$ cat src/hdl/erase_pkg.sv
package erase_pkg;
  // framing bytes
  localparam logic [7:0]  CMD_START    = 8'h01;
  localparam logic [7:0]  DATA_START   = 8'h81;
  localparam logic [7:0]  TERMINATOR   = 8'h03;
  localparam logic [7:0]  CMD_ERASE    = 8'h12;
  localparam logic [7:0]  RES_ERR      = 8'h92;
  localparam logic [15:0] CMD_LEN      = 16'h0009;
  localparam logic [15:0] REPLY_LEN    = 16'h000a;
  localparam logic [31:0] UNUSED_CODE  = 32'hffffffff;
  localparam logic [3:0]  REPLY_BYTES  = 4'hf;
  // status codes
  localparam logic [7:0]  STS_OK       = 8'h00;
  localparam logic [7:0]  STS_PACKET   = 8'hc1;
  localparam logic [7:0]  STS_SUM      = 8'hc2;
  localparam logic [7:0]  STS_ACCEPT   = 8'hc3;
  localparam logic [7:0]  STS_PARAM    = 8'hc4;
  localparam logic [7:0]  STS_ADDR     = 8'hd0;
  localparam logic [7:0]  STS_SECURE   = 8'hd1;
  localparam logic [7:0]  STS_PROTECT  = 8'hd2;
  localparam logic [7:0]  STS_FLASH    = 8'he1;
  // area table
  localparam int          NUM_AREAS    = 4;
  localparam int          AREA_W       = 2;
  localparam logic [7:0]  KIND_EXT     = 8'h02;
  localparam logic [1:0]  EXT0_AREA    = 2'h2;
  // lifecycle states in which erasing is allowed, one bit per state
  localparam logic [7:0]  ERASE_LC_MASK = 8'h0f;
endpackage

$ cat src/hdl/frame_if.sv
interface frame_if;
  logic        send;  // one-cycle request to emit a status packet
  logic [7:0]  res;   // reply code
  logic [7:0]  sts;   // status code
  logic [31:0] det;   // status detail
  logic [31:0] loc;   // failure location
  logic        busy;  // framer still shifting out
  modport src (output send, res, sts, det, loc, input busy);
  modport snk (input send, res, sts, det, loc, output busy);
endinterface

$ cat src/hdl/flash_erase_command_handler.sv
// Overview of operation
// - command packet: start, length 9, 12h, addresses
// - addresses arrive most significant byte first
// - success reply 81h, length 0Ah, code 12h
// - failure reply uses code 92h with fields
// - discard bytes until command start byte
// - missing terminator or bad length: packet error
// - checksum mismatch gives checksum error
// - any check error: no erase, back idle
// - lifecycle forbidding erase: acceptance error
// - encrypted write without reset: acceptance error
// - start above end: parameter error
// - outside areas or mixed kinds: parameter error
// - zero or misaligned erase unit: parameter error
// - inaccessible boundary location: invalid address error
// - level zero, or one touching secure: error
// - permanently protected block in range: protection error
// - report only highest priority error
// - controller error: flash status and location
// - driver error: flash error with unused codes
// - whole range erased: OK reply, wait again
// - external flash: chip or per-sector driver
// - erase start to end by erase unit
// - ordinary block protection is ignored
module flash_erase_command_handler import erase_pkg::*; (
  input  wire logic                       sys_clk_i,
  input  wire logic                       resetn_i,
  input  wire logic                       rx_valid_i,
  input  wire logic [7:0]                 rx_data_i,
  input  wire logic                       tx_ready_i,
  output logic                            tx_valid_o,
  output logic [7:0]                      tx_data_o,
  input  wire logic [2:0]                 lifecycle_state_i,
  input  wire logic                       enc_write_no_reset_i,
  input  wire logic                       auth_level_zero_i,
  input  wire logic                       auth_level_one_i,
  input  wire logic [NUM_AREAS-1:0][31:0] area_lo_i,
  input  wire logic [NUM_AREAS-1:0][31:0] area_hi_i,
  input  wire logic [NUM_AREAS-1:0][7:0]  area_kind_i,
  input  wire logic [NUM_AREAS-1:0][31:0] erase_unit_i,
  input  wire logic [31:0]                access_lo_i,
  input  wire logic [31:0]                access_hi_i,
  input  wire logic [31:0]                secure_lo_i,
  input  wire logic [31:0]                secure_hi_i,
  input  wire logic [31:0]                perm_lo_i,
  input  wire logic [31:0]                perm_hi_i,
  output logic                            erase_req_o,
  output logic [31:0]                     erase_addr_o,
  input  wire logic                       erase_done_i,
  input  wire logic                       erase_err_i,
  input  wire logic [31:0]                flash_status_i,
  output logic                            drv_req_o,
  output logic                            drv_chip_o,
  output logic [31:0]                     drv_addr_o,
  input  wire logic                       drv_done_i,
  input  wire logic                       drv_err_i,
  output logic                            busy_o
);
  typedef enum logic [3:0] {
    S_IDLE, S_LENH, S_LENL, S_BODY, S_SUM, S_ETX,
    S_CHECK, S_ERASE, S_REPLY, S_DONE
  } state_t;

  typedef struct packed {
    state_t      st;
    logic [15:0] len;     // received length field
    logic [15:0] cnt;     // body bytes still to come
    logic [7:0]  sum;     // running byte sum
    logic [7:0]  cmd;     // command code
    logic [63:0] addr;    // start then end location
    logic        etx_bad; // terminator missing
    logic [31:0] cur;     // unit now being erased
    logic [31:0] erase_unit;     // erase unit of the area
    logic        ext;     // external flash area
    logic        chip;    // one chip-erase call
    logic [7:0]  sts;     // status to report
    logic [31:0] det;     // status detail
    logic [31:0] loc;     // failure location
  } st_t;

  st_t         q, d;
  frame_if     rf ();
  logic [7:0]  chk_sts; // parameter-stage verdict
  logic [31:0] chk_eau;
  logic        chk_ext;
  logic        chk_chip;
  logic [31:0] start_location;
  logic [31:0] ead;
  logic        last;    // current unit reaches end location
  logic        done;    // erase step finished
  logic        fail;    // erase step reported an error

  assign start_location = q.addr[63:32];
  assign ead = q.addr[31:0];
  // unit end compared, not next start, so top of memory cannot wrap
  assign last = (q.cur + q.erase_unit - 32'h1) >= ead;
  assign done = q.ext ? drv_done_i : erase_done_i;
  assign fail = q.ext ? drv_err_i : erase_err_i;

  range_checker u_chk (
    .sad_i             (start_location),
    .ead_i             (ead),
    .area_lo_i         (area_lo_i),
    .area_hi_i         (area_hi_i),
    .area_kind_i       (area_kind_i),
    .erase_unit_i      (erase_unit_i),
    .access_lo_i       (access_lo_i),
    .access_hi_i       (access_hi_i),
    .secure_lo_i       (secure_lo_i),
    .secure_hi_i       (secure_hi_i),
    .perm_lo_i         (perm_lo_i),
    .perm_hi_i         (perm_hi_i),
    .auth_level_zero_i (auth_level_zero_i),
    .auth_level_one_i  (auth_level_one_i),
    .sts_o             (chk_sts),
    .eau_o             (chk_eau),
    .ext_o             (chk_ext),
    .chip_o            (chk_chip)
  );

  reply_framer u_frm (
    .sys_clk_i  (sys_clk_i),
    .resetn_i   (resetn_i),
    .rf         (rf.snk),
    .tx_ready_i (tx_ready_i),
    .tx_valid_o (tx_valid_o),
    .tx_data_o  (tx_data_o)
  );

  // reply fields straight from registers
  assign rf.send = (q.st == S_REPLY);
  assign rf.res  = (q.sts == STS_OK) ? CMD_ERASE : RES_ERR;
  assign rf.sts  = q.sts;
  assign rf.det  = q.det;
  assign rf.loc  = q.loc;

  // erase handshakes are levels held until the done pulse
  assign erase_req_o  = (q.st == S_ERASE) && !q.ext;
  assign erase_addr_o = q.cur;
  assign drv_req_o    = (q.st == S_ERASE) && q.ext;
  assign drv_chip_o   = q.chip;
  assign drv_addr_o   = q.cur;
  assign busy_o       = (q.st != S_IDLE);

  // receive, check, erase, reply
  always_comb begin
    d = q;
    case (q.st)
      S_IDLE: begin
        // anything but a start byte is dropped
        if (rx_valid_i && rx_data_i == CMD_START) begin
          d.st      = S_LENH;
          d.cmd     = 8'h00;
          d.etx_bad = 1'b0;
        end
      end
      S_LENH: begin
        if (rx_valid_i) begin
          d.len[15:8] = rx_data_i;
          d.sum       = rx_data_i;
          d.st        = S_LENL;
        end
      end
      S_LENL: begin
        if (rx_valid_i) begin
          d.len[7:0] = rx_data_i;
          d.sum      = q.sum + rx_data_i;
          d.cnt      = {q.len[15:8], rx_data_i};
          // the received length sets how many body bytes follow
          d.st       = ({q.len[15:8], rx_data_i} == 16'h0) ? S_SUM
                                                          : S_BODY;
        end
      end
      S_BODY: begin
        if (rx_valid_i) begin
          d.sum = q.sum + rx_data_i;
          d.cnt = q.cnt - 16'h1;
          if (q.cnt == q.len) begin
            d.cmd = rx_data_i;
          end else begin
            // shifting in keeps the last eight bytes, high first
            d.addr = {q.addr[55:0], rx_data_i};
          end
          if (q.cnt == 16'h1) d.st = S_SUM;
        end
      end
      S_SUM: begin
        if (rx_valid_i) begin
          d.sum = q.sum + rx_data_i;
          d.st  = S_ETX;
        end
      end
      S_ETX: begin
        if (rx_valid_i) begin
          d.etx_bad = (rx_data_i != TERMINATOR);
          d.st      = S_CHECK;
        end
      end
      S_CHECK: begin
        // one verdict, highest priority first
        d.st  = S_REPLY;
        d.det = UNUSED_CODE;
        d.loc = UNUSED_CODE;
        if (q.etx_bad) begin
          d.sts = STS_PACKET;
        end else if (q.sum != 8'h00) begin
          d.sts = STS_SUM;
        end else if (q.len == 16'h0) begin
          d.sts = STS_PACKET;
        end else if (q.cmd != CMD_ERASE) begin
          // other commands belong to other handlers
          d.st = S_IDLE;
        end else if (q.len != CMD_LEN) begin
          d.sts = STS_PACKET;
        end else if (!ERASE_LC_MASK[lifecycle_state_i]) begin
          d.sts = STS_ACCEPT;
        end else if (enc_write_no_reset_i) begin
          d.sts = STS_ACCEPT;
        end else if (chk_sts != STS_OK) begin
          // rejected before any erase request
          d.sts = chk_sts;
        end else begin
          d.sts  = STS_OK;
          d.st   = S_ERASE;
          d.cur  = start_location;
          d.erase_unit  = chk_eau;
          d.ext  = chk_ext;
          d.chip = chk_chip;
        end
      end
      S_ERASE: begin
        if (done) begin
          if (fail) begin
            d.st  = S_REPLY;
            d.sts = STS_FLASH;
            // driver faults carry no detail
            d.det = q.ext ? UNUSED_CODE : flash_status_i;
            d.loc = q.ext ? UNUSED_CODE : q.cur;
          end else if (q.chip || last) begin
            d.st = S_REPLY;
          end else begin
            d.cur = q.cur + q.erase_unit;
          end
        end
      end
      S_REPLY: begin
        d.st = S_DONE;
      end
      S_DONE: begin
        // bytes arriving during the reply are dropped
        if (!rf.busy) d.st = S_IDLE;
      end
      default: begin
        d.st = S_IDLE;
      end
    endcase
  end

  // single state register
  always_ff @(posedge sys_clk_i or negedge resetn_i) begin
    if (!resetn_i) begin
      q     <= '0;
      q.st  <= S_IDLE;
      q.det <= UNUSED_CODE;
      q.loc <= UNUSED_CODE;
    end else begin
      q <= d;
    end
  end
endmodule // flash_erase_command_handler

$ cat src/hdl/range_checker.sv
module range_checker import erase_pkg::*; (
  input  wire logic [31:0]                sad_i,
  input  wire logic [31:0]                ead_i,
  input  wire logic [NUM_AREAS-1:0][31:0] area_lo_i,
  input  wire logic [NUM_AREAS-1:0][31:0] area_hi_i,
  input  wire logic [NUM_AREAS-1:0][7:0]  area_kind_i,
  input  wire logic [NUM_AREAS-1:0][31:0] erase_unit_i,
  input  wire logic [31:0]                access_lo_i,
  input  wire logic [31:0]                access_hi_i,
  input  wire logic [31:0]                secure_lo_i,
  input  wire logic [31:0]                secure_hi_i,
  input  wire logic [31:0]                perm_lo_i,
  input  wire logic [31:0]                perm_hi_i,
  input  wire logic                       auth_level_zero_i,
  input  wire logic                       auth_level_one_i,
  output logic [7:0]                      sts_o,
  output logic [31:0]                     eau_o,
  output logic                            ext_o,
  output logic                            chip_o
);
  logic [NUM_AREAS-1:0] hit_s;  // start location inside area
  logic [NUM_AREAS-1:0] hit_e;  // end location inside area
  logic [AREA_W-1:0]    is_q;   // area of start
  logic [AREA_W-1:0]    ie;     // area of end
  logic [31:0]          mask;   // erase unit minus one
  logic [31:0]          ead_p1; // first byte past the range

  // one comparator pair per area
  for (genvar gi = 0; gi < NUM_AREAS; gi++) begin : g_area
    assign hit_s[gi] = sad_i >= area_lo_i[gi] && sad_i <= area_hi_i[gi];
    assign hit_e[gi] = ead_i >= area_lo_i[gi] && ead_i <= area_hi_i[gi];
  end

  // lowest matching area wins; errors in descending priority
  always_comb begin
    is_q = '0;
    ie   = '0;
    for (int i = NUM_AREAS - 1; i >= 0; i--) begin
      if (hit_s[i]) is_q = AREA_W'(i);
      if (hit_e[i]) ie = AREA_W'(i);
    end
    eau_o  = erase_unit_i[is_q];
    mask   = eau_o - 32'h1;
    ead_p1 = ead_i + 32'h1;
    ext_o  = (area_kind_i[is_q] == KIND_EXT);
    // whole of external area 0 goes to the chip-erase driver
    chip_o = ext_o && is_q == EXT0_AREA && sad_i == area_lo_i[is_q]
             && ead_i == area_hi_i[is_q];
    sts_o  = STS_OK;
    if (sad_i > ead_i) begin
      sts_o = STS_PARAM;
    end else if (hit_s == '0 || hit_e == '0) begin
      sts_o = STS_PARAM;
    end else if (area_kind_i[is_q] != area_kind_i[ie]) begin
      sts_o = STS_PARAM;
    end else if (eau_o == 32'h0) begin
      sts_o = STS_PARAM;
    end else if ((sad_i & mask) != 32'h0 || (ead_p1 & mask) != 32'h0) begin
      sts_o = STS_PARAM;
    end else if (sad_i < access_lo_i || ead_i > access_hi_i) begin
      sts_o = STS_ADDR;
    end else if (auth_level_zero_i || (auth_level_one_i
               && sad_i <= secure_hi_i && ead_i >= secure_lo_i)) begin
      sts_o = STS_SECURE;
    end else if (sad_i <= perm_hi_i && ead_i >= perm_lo_i) begin
      // only permanent protection counts here
      sts_o = STS_PROTECT;
    end
  end
endmodule // range_checker

$ cat src/hdl/reply_framer.sv
module reply_framer import erase_pkg::*; (
  input  wire logic       sys_clk_i,
  input  wire logic       resetn_i,
  frame_if.snk            rf,
  input  wire logic       tx_ready_i,
  output logic            tx_valid_o,
  output logic [7:0]      tx_data_o
);
  typedef struct packed {
    logic [119:0] sh;   // fifteen bytes still to send, first in top lane
    logic [3:0]   cnt;  // bytes left
  } fr_t;

  fr_t        q, d;
  logic [7:0] acc;      // byte sum of length through location

  // load a whole packet at once, then shift a byte per accepted beat
  always_comb begin
    d   = q;
    acc = REPLY_LEN[15:8] + REPLY_LEN[7:0] + rf.res + rf.sts;
    for (int i = 0; i < 4; i++) begin
      acc = acc + rf.det[8*i +: 8] + rf.loc[8*i +: 8];
    end
    if (rf.send && q.cnt == 4'h0) begin
      // checksum makes length..sum add to zero
      d.sh  = {DATA_START, REPLY_LEN, rf.res, rf.sts, rf.det, rf.loc,
               8'h00 - acc, TERMINATOR};
      d.cnt = REPLY_BYTES;
    end else if (q.cnt != 4'h0 && tx_ready_i) begin
      d.sh  = {q.sh[111:0], 8'h00};
      d.cnt = q.cnt - 4'h1;
    end
  end

  always_ff @(posedge sys_clk_i or negedge resetn_i) begin
    if (!resetn_i) begin
      q <= '0;
    end else begin
      q <= d;
    end
  end

  assign rf.busy    = (q.cnt != 4'h0);
  assign tx_valid_o = (q.cnt != 4'h0);
  assign tx_data_o  = q.sh[119:112];
endmodule // reply_framer
$ cat config.mk
export PLATFORM = sky130hd
export DESIGN_NAME = flash_erase_command_handler
export DESIGN_NICKNAME = d
export VERILOG_FILES = /design/src/hdl/erase_pkg.sv /design/src/hdl/frame_if.sv /design/src/hdl/flash_erase_command_handler.sv /design/src/hdl/range_checker.sv /design/src/hdl/reply_framer.sv
export SDC_FILE = /design/constraint.sdc
export NUM_CORES = 2
export LEC_CHECK = 0
export BUFFER_PORTS_ARGS = -buffer_cell sky130_fd_sc_hd__clkbuf_2
export CAP_MARGIN = 40
export CORE_ASPECT_RATIO = 1.5
export CORE_UTILIZATION = 45
export CTS_BUF_LIST = sky130_fd_sc_hd__clkbuf_8
export CTS_CLUSTER_DIAMETER = 60
export CTS_CLUSTER_SIZE = 25
export DETAILED_ROUTE_END_ITERATION = 10
export GPL_TIMING_DRIVEN = 0
export PLACE_DENSITY = 0.66
export RECOVER_POWER = 50
export SYNTH_ARGS = -nofsm -noshare
export SYNTH_HDL_FRONTEND = slang
export SYNTH_SLANG_ARGS = --single-unit
$ cat constraint.sdc
create_clock -name sys_clk_i -period 22.1 [get_ports sys_clk_i]
set_clock_uncertainty 0.15 [all_clocks]
set_input_delay 2.21 -clock sys_clk_i [delete_from_list [all_inputs] [get_ports sys_clk_i]]
set_output_delay 2.21 -clock sys_clk_i [all_outputs]
set_load 0.005 [all_outputs]
* Word-level counts from Yosys, hierarchy flattened
Memories as Yosys holds them, arrays and structs flattened.
Cells that the tools add are included.
** Word-level totals
- Register bits :: 379
- Bits in read-only memories :: 8
- Input port bits :: 662
- Output and inout bits :: 77
- Memories kept :: 1
** Memories
- (name not given) :: words 8, width 1, rd ports 1, clocked after memory_dff 0, write ports 0, RTL line flash_erase_command_handler.sv:215 : end else if (!ERASE_LC_MASK[lifecycle_state_i]) begin
** Operators by class
- Add/subtract/negate cells :: 18
- $lt $le $gt $ge :: 27
- Eq/ne operators :: 43
- Mux-type cells :: 90
- Bitwise gates (word level) :: 10
- Reduce and logical (&&, ||, !) cells :: 57
** Operator list (number)
- two-way mux 66 bit :: 7
- greater-or-equal comparator 32 bit :: 11
- less-or-equal comparator 32 bit :: 10
- two-way mux 32 bit :: 8
- two-way mux 124 bit :: 2
- binary-select mux 32 bit (select 2 bit) :: 3
- two-way mux 8 bit :: 22
- two-way mux 72 bit :: 2
- one-hot mux 72 bit (2 select lines) :: 1
- two-way mux 96 bit :: 1
- adder 8 bit :: 10
- two-way mux 74 bit :: 1
- two-way mux 4 bit :: 18
- bitwise AND 32 bit :: 2
- equality test 32 bit :: 2
- greater-than comparator 32 bit :: 2
- two-way mux 64 bit :: 1
- one-hot mux 32 bit (2 select lines) :: 1
- nonzero test 32 bit :: 2
- subtractor 32 x 1 -> 32 bit (second input constant) :: 2
- inequality test 2 bit (second input constant) :: 21
- one-hot mux 4 bit (10 select lines) :: 1
- adder 32 x 1 -> 32 bit (second input constant) :: 1
- adder 32 bit :: 1
- 50 further kinds :: 113

* Longest topological paths before layout
- Depth in word-level cells :: 27
- Depth in mapped cells :: 33
- Mapped depth without buffers :: 32

* By module
From an unflattened synthesis, not the netlist that was laid out.
** Unflattened totals
- Cells, all modules :: 5670
- Area, all modules :: 45980.3 um^2
** By module, submodules not included
- range_checker :: instances 1, cells each 3339, area an instance 23824.1 um^2, sequential area each 0.0 um^2
- flash_erase_command_handler :: instances 1, cells each 1669, area an instance 15533.6 um^2, sequential area each 6461.2 um^2
- reply_framer :: instances 1, cells each 662, area an instance 6622.6 um^2, sequential area each 2927.8 um^2

* Worst setup path after synthesis
Ideal clock, no wire load.
- Path kind :: input port to flip-flop
- Start point :: in area_lo_i[41] (netlist name)
- End point :: reg q[103] (netlist name)
- Data arrival time :: 9092 ps
- Path slack :: 12731 ps
- Cell stages on the path :: 31
- Path buffers :: 6
- Path through :: inv_1 ha_1 a21o_1 a21o_1 a221o_1 a31oi_1 nor4_1 clkbuf_1 o21ai_1 o21ai_0 nand2_1 clkbuf_1 clkbuf_1 clkbuf_1 buf_1 nand2_1 nand3_1 o21ai_0 ha_1 nor2_1 a211o_1 a41oi_1 nand3_1 nor4_1 nand3_1 or4_1 or4_1 nor4_1 nand3_2 buf_2 mux2_1
** Between the ends
- Cells in the longest elaborated chain, start to end :: 18
- Elaborated cells on any way between the ends :: 33
- Classes of those cells :: add/sub: 1; order compare: 2; eq/ne: 1; mux: 15; bitwise: 3; reduce/logical: 11
** RTL lines
- from (decl) :: RTL line flash_erase_command_handler.sv:37 : input wire logic [NUM_AREAS-1:0][31:0] area_lo_i,
- greater-or-equal comparator 32 bit :: RTL line range_checker.sv:30 : assign hit_s[gi] = sad_i >= area_lo_i[gi] && sad_i <= area_hi_i[gi];
- logical AND 1 bit :: RTL line range_checker.sv:30
- two-way mux 2 bit (2 in a row) :: RTL line range_checker.sv:39 : if (hit_s[i]) is_q = AREA_W'(i);
- binary-select mux 32 bit (select 2 bit) :: RTL line range_checker.sv:42 : eau_o = erase_unit_i[is_q];
- two-way mux 32 bit (not written as such) :: RTL line range_checker.sv:42
- subtractor 32 x 1 -> 32 bit :: RTL line range_checker.sv:43 : mask = eau_o - 32'h1;
- bitwise AND 32 bit :: RTL line range_checker.sv:58 : end else if ((sad_i & mask) != 32'h0 || (ead_p1 & mask) != 32'h0) begin
- nonzero test 32 bit :: RTL line range_checker.sv:58
- logical OR 1 bit :: RTL line range_checker.sv:58
- two-way mux 8 bit :: RTL line range_checker.sv:58
- two-way mux 8 bit :: RTL line range_checker.sv:56 : end else if (eau_o == 32'h0) begin
- two-way mux 8 bit :: RTL line range_checker.sv:54 : end else if (area_kind_i[is_q] != area_kind_i[ie]) begin
- two-way mux 8 bit :: RTL line range_checker.sv:52 : end else if (hit_s == '0 || hit_e == '0) begin
- two-way mux 8 bit :: RTL line range_checker.sv:50 : if (sad_i > ead_i) begin
- nonzero test 8 bit :: RTL line flash_erase_command_handler.sv:219 : end else if (chk_sts != STS_OK) begin
- NOT 1 bit (no line)
- AND reduction 9 bit (no line)
- to (decl) :: RTL line flash_erase_command_handler.sv:81 : st_t q, d;
Several ways; a longest one is shown, not always the timed one. The select of a mux whose other input is x is not followed.
A chain may end at the register's enable or synchronous reset.

* Worst setup path in the final report
- Start point :: in area_hi_i[29] (netlist name)
- End point :: reg q (netlist bit drv_addr_o[15])
** Between the ends
- Cells in the longest elaborated chain, start to end :: 17
- Elaborated cells on any way between the ends :: 31
- Classes of those cells :: add/sub: 1; order compare: 2; eq/ne: 2; mux: 13; bitwise: 2; reduce/logical: 11
** RTL lines
- from (decl) :: RTL line flash_erase_command_handler.sv:38 : input wire logic [NUM_AREAS-1:0][31:0] area_hi_i,
- less-or-equal comparator 32 bit :: RTL line range_checker.sv:30
- logical AND 1 bit :: RTL line range_checker.sv:30
- two-way mux 2 bit :: RTL line range_checker.sv:39
- binary-select mux 32 bit (select 2 bit) :: RTL line range_checker.sv:42
- two-way mux 32 bit (not written as such) :: RTL line range_checker.sv:42
- subtractor 32 x 1 -> 32 bit :: RTL line range_checker.sv:43
- bitwise AND 32 bit :: RTL line range_checker.sv:58
- nonzero test 32 bit :: RTL line range_checker.sv:58
- logical OR 1 bit :: RTL line range_checker.sv:58
- two-way mux 8 bit :: RTL line range_checker.sv:58
- two-way mux 8 bit :: RTL line range_checker.sv:56
- two-way mux 8 bit :: RTL line range_checker.sv:54
- two-way mux 8 bit * :: RTL line range_checker.sv:52
- two-way mux 8 bit * :: RTL line range_checker.sv:50
- nonzero test 8 bit * :: RTL line flash_erase_command_handler.sv:219
- inequality test 2 bit (no line) *
- AND reduction 12 bit (no line) *
Every way passes the cells marked *; elsewhere a longest branch is shown, timed or not. The select of a mux whose other input is x is not followed.

==> metrics <==
Detailed Place HPWL=roughly 200000 um; initial DRC count=~5300; TritonCTS clock tree=built; arrival time worst endpoint=14.69 ns; H-tree level count=1; post-synth cell types=90; CTS max path bufs=3; cell area after placement=51400 sq um; top post-synthesis cells by count=ha_1 (830), inv_1 (687), nand2_1 (631); CP delay by family, top=buffers and inverters; largest family of logic cells by synthesized area=adder cells; drt pass-1 iters=7; Synth Area in Compound Gates=0.202; # fillers=between 9000 and 10000; Placed Cells=around 7600; DIE AREA=between 90000 and 100000 sq um; Tcrit/Tclk final=0.645; DRT Wirelength=239000 um; outcome=finished, violations left; share of layout cells above drive strength 1=0.179; Final Non-Filler Cells=around 7700; xor and xnor area share after synthesis=0.0402; ys async rst share=1.00; Avg Cell Area, Syn=around 8.0 sq um; post-synthesis mux area share=0.0298; post-synthesis sequential area ratio=0.211; Fmax achieved=between 70 and 80 MHz; fraction of the mapped netlist area in adder cells=0.255; power per cell area=around 140 nW/um^2; root buffer cell=clkbuf_8; gr usage total=0.468; number of flops mapped to enable cells by yosys=0; pin count of the biggest net entering global routing=around 110; Layout area overhead=17.8%; Worst-Margin Slew=5.72 ns; WP data required=around 23 ns; maximum vdd drop=between 0.07 and 0.08 mV; minimum clock period after layout=between 10 and 15 ns; count of pins over their slew limit=377; postcts setup bufs=0; most frequent cell on the critical path=clkbuf_1; Main synth FF type=dfrtp_1; number of sinks on the clock net=370; setup TNS=0 ns; CTS resizes=0; Worst path slowest cell=a21oi_1; final net count=slightly below 8000; Vias=between 40000 and 50000; slew margin rel.=-2.82; Synth Instances=5518; Synth Warn #=0; Die X=258 um; final hold vios=0; initial antenna violation count=42; Initial Util=0.455; crit path buf inv count=10; post-synth top area share=0.235; CP Capture Type=flip-flop; Clk pin slew, worst setup/hold paths=approximately 0.15 ns; max_cap viols=4; simple-gate share of the synthesized area=0.175; Num CTS Buffers=24; Chip Height=386 um; Via density=roughly 6.3; Antenna Nets Post-Route=0; row cnt=140; Crit Path Class=in2reg; failing checks=capacitance limit, slew limit; core area=roughly 97000 sq um; post-route worst setup slack=a little under 8 ns; IO Port Bufs=roughly 730; CP Launch Type=input pin; drc violations=0; hold buffers post-CTS=0; Final Cell Area=52200 sq um; CP Max Fanout=10; vias in the first global route=47400; Place WS=around 7.8 ns; first-pass GRT wire length=~330000 um; Post-Syn Area=~44000 sq um; slowest cell delay on critical path=slightly below 0.9 ns; overflow left after global routing=0; Avg WL per Cell=between 30 and 40 um; Synth area leader=ha_1; Hold Path Class=reg2reg; Top Ports=739; most frequent cell after synthesis=ha_1; unrepaired setup endpoints after global routing=false; routability congestion estimate=roughly 1.1; Yosys reg bits=370; Leakage=approximately 0.028 uW; Synth area leaders=ha_1 (23%), dfrtp_1 (17%), inv_1 (5.8%), nand2_1 (5.4%), dfstp_2 (3.8%); Mapped Nets=7054; Skew-Pair Late Insertion Delay=0.70 ns; # setup viols final=0
metrics by stage:
stage,total power [uW],utilization,hold slack (ns)
after floorplan,4000,-,0.283
after global placement,5970,0.510,0.295
after detailed placement,6410,0.529,0.292
after CTS,6850,0.535,0.303
after global routing,7450,0.536,0.339
final,7190,0.536,0.306
area by class of cell:
type	count	area, sq um	area share
Multi-Input combinational cell	4210	31100	0.597
Sequential cell	370	9340	0.179
Timing Repair Buffer	853	5620	0.108
Inverter	688	2580	0.0495
Tap cell	1278	1600	0.0307
Buffer	250	1250	0.0241
Clock buffer	26	358	0.00686
Clock inverter	17	228	0.00437
Antenna cell	23	57.6	0.00110
cell usage in the layout (no fill, tap or decap), types with 30 or more instances in the layout:
cell	instances
a211oi_1	93
a21o_1	145
a21oi_1	318
a22oi_1	87
a31oi_1	74
buf_16	46
buf_2	30
buf_4	97
clkbuf_1	142
clkbuf_2	732
dfrtp_1	303
dfstp_2	64
fa_1	44
ha_1	830
inv_1	691
mux2_2	61
mux2i_1	33
nand2_1	631
nand2b_1	46
nand3_1	122
nand4_1	158
nor2_1	269
nor2b_1	63
nor3_1	129
nor4_1	56
o211ai_1	56
o21a_1	37
o21ai_0	333
o22ai_1	32
xnor2_1	164
xor2_1	39
final timing paths:
kind	endpoint	depth (start not counted)	startpoint	slack, ns
max	drv_addr_o[15]$_DFFE_PN0P_	33	area_hi_i[29]	7.84
min	u_frm.q[104]$_DFFE_PN0P_	2	u_frm.q[96]$_DFFE_PN0P_	0.31
max reg2reg	drv_addr_o[15]$_DFFE_PN0P_	33	q[171]$_DFFE_PN0P_	8.38
min reg2reg	u_frm.q[104]$_DFFE_PN0P_	2	u_frm.q[96]$_DFFE_PN0P_	0.31
max in group asynchronous	q[174]$_DFFE_PN0P_	3	resetn_i	8.28
min in group asynchronous	u_frm.q[59]$_DFFE_PN0P_	1	resetn_i	2.50
report_power, final:
part	switching [uW]	internal (uW)	total, uW
Clock	280	138	418
Sequential	441	842	1280
Combinational	3500	1990	5490
Total	4220	2970	7190
worst min-delay path: cells and delay by family (launching register included):
kind             cells  cell delay [ns]
DFF                  1             0.36
and+or+nand+nor      2             0.10
layer usage:
metal	wire length, um	share of wire	vias up	GRT usage
met5	232	0.00097	-	0
met4	30300	0.13	34	0.495
met3	24000	0.10	1199	0.127
met2	105000	0.44	3192	0.737
met1	80000	0.33	23000	0.489
li1	-	-	21500	-
state kept, by name, summed over array words and instances (netlist names):
signal,cells
drv_addr_o,32
drv_chip_o,1
ead,32
q,118
rf.det,32
rf.loc,32
rf.sts,6
u_frm.q,109
u_frm.tx_data_o,8
kinds of logic (layout without fill, tap and decap cells):
family,Yosys count,in the layout
AOI/OAI and AO/OA,1393,1393
xor gates and xnor gates,203,203
other,0,23
muxes,118,118
buffers and inverters,938,1834
and+or+nand+nor,1622,1622
DFF,370,370
adders and majority gates,874,874
(Power assumes the default switching activity.)
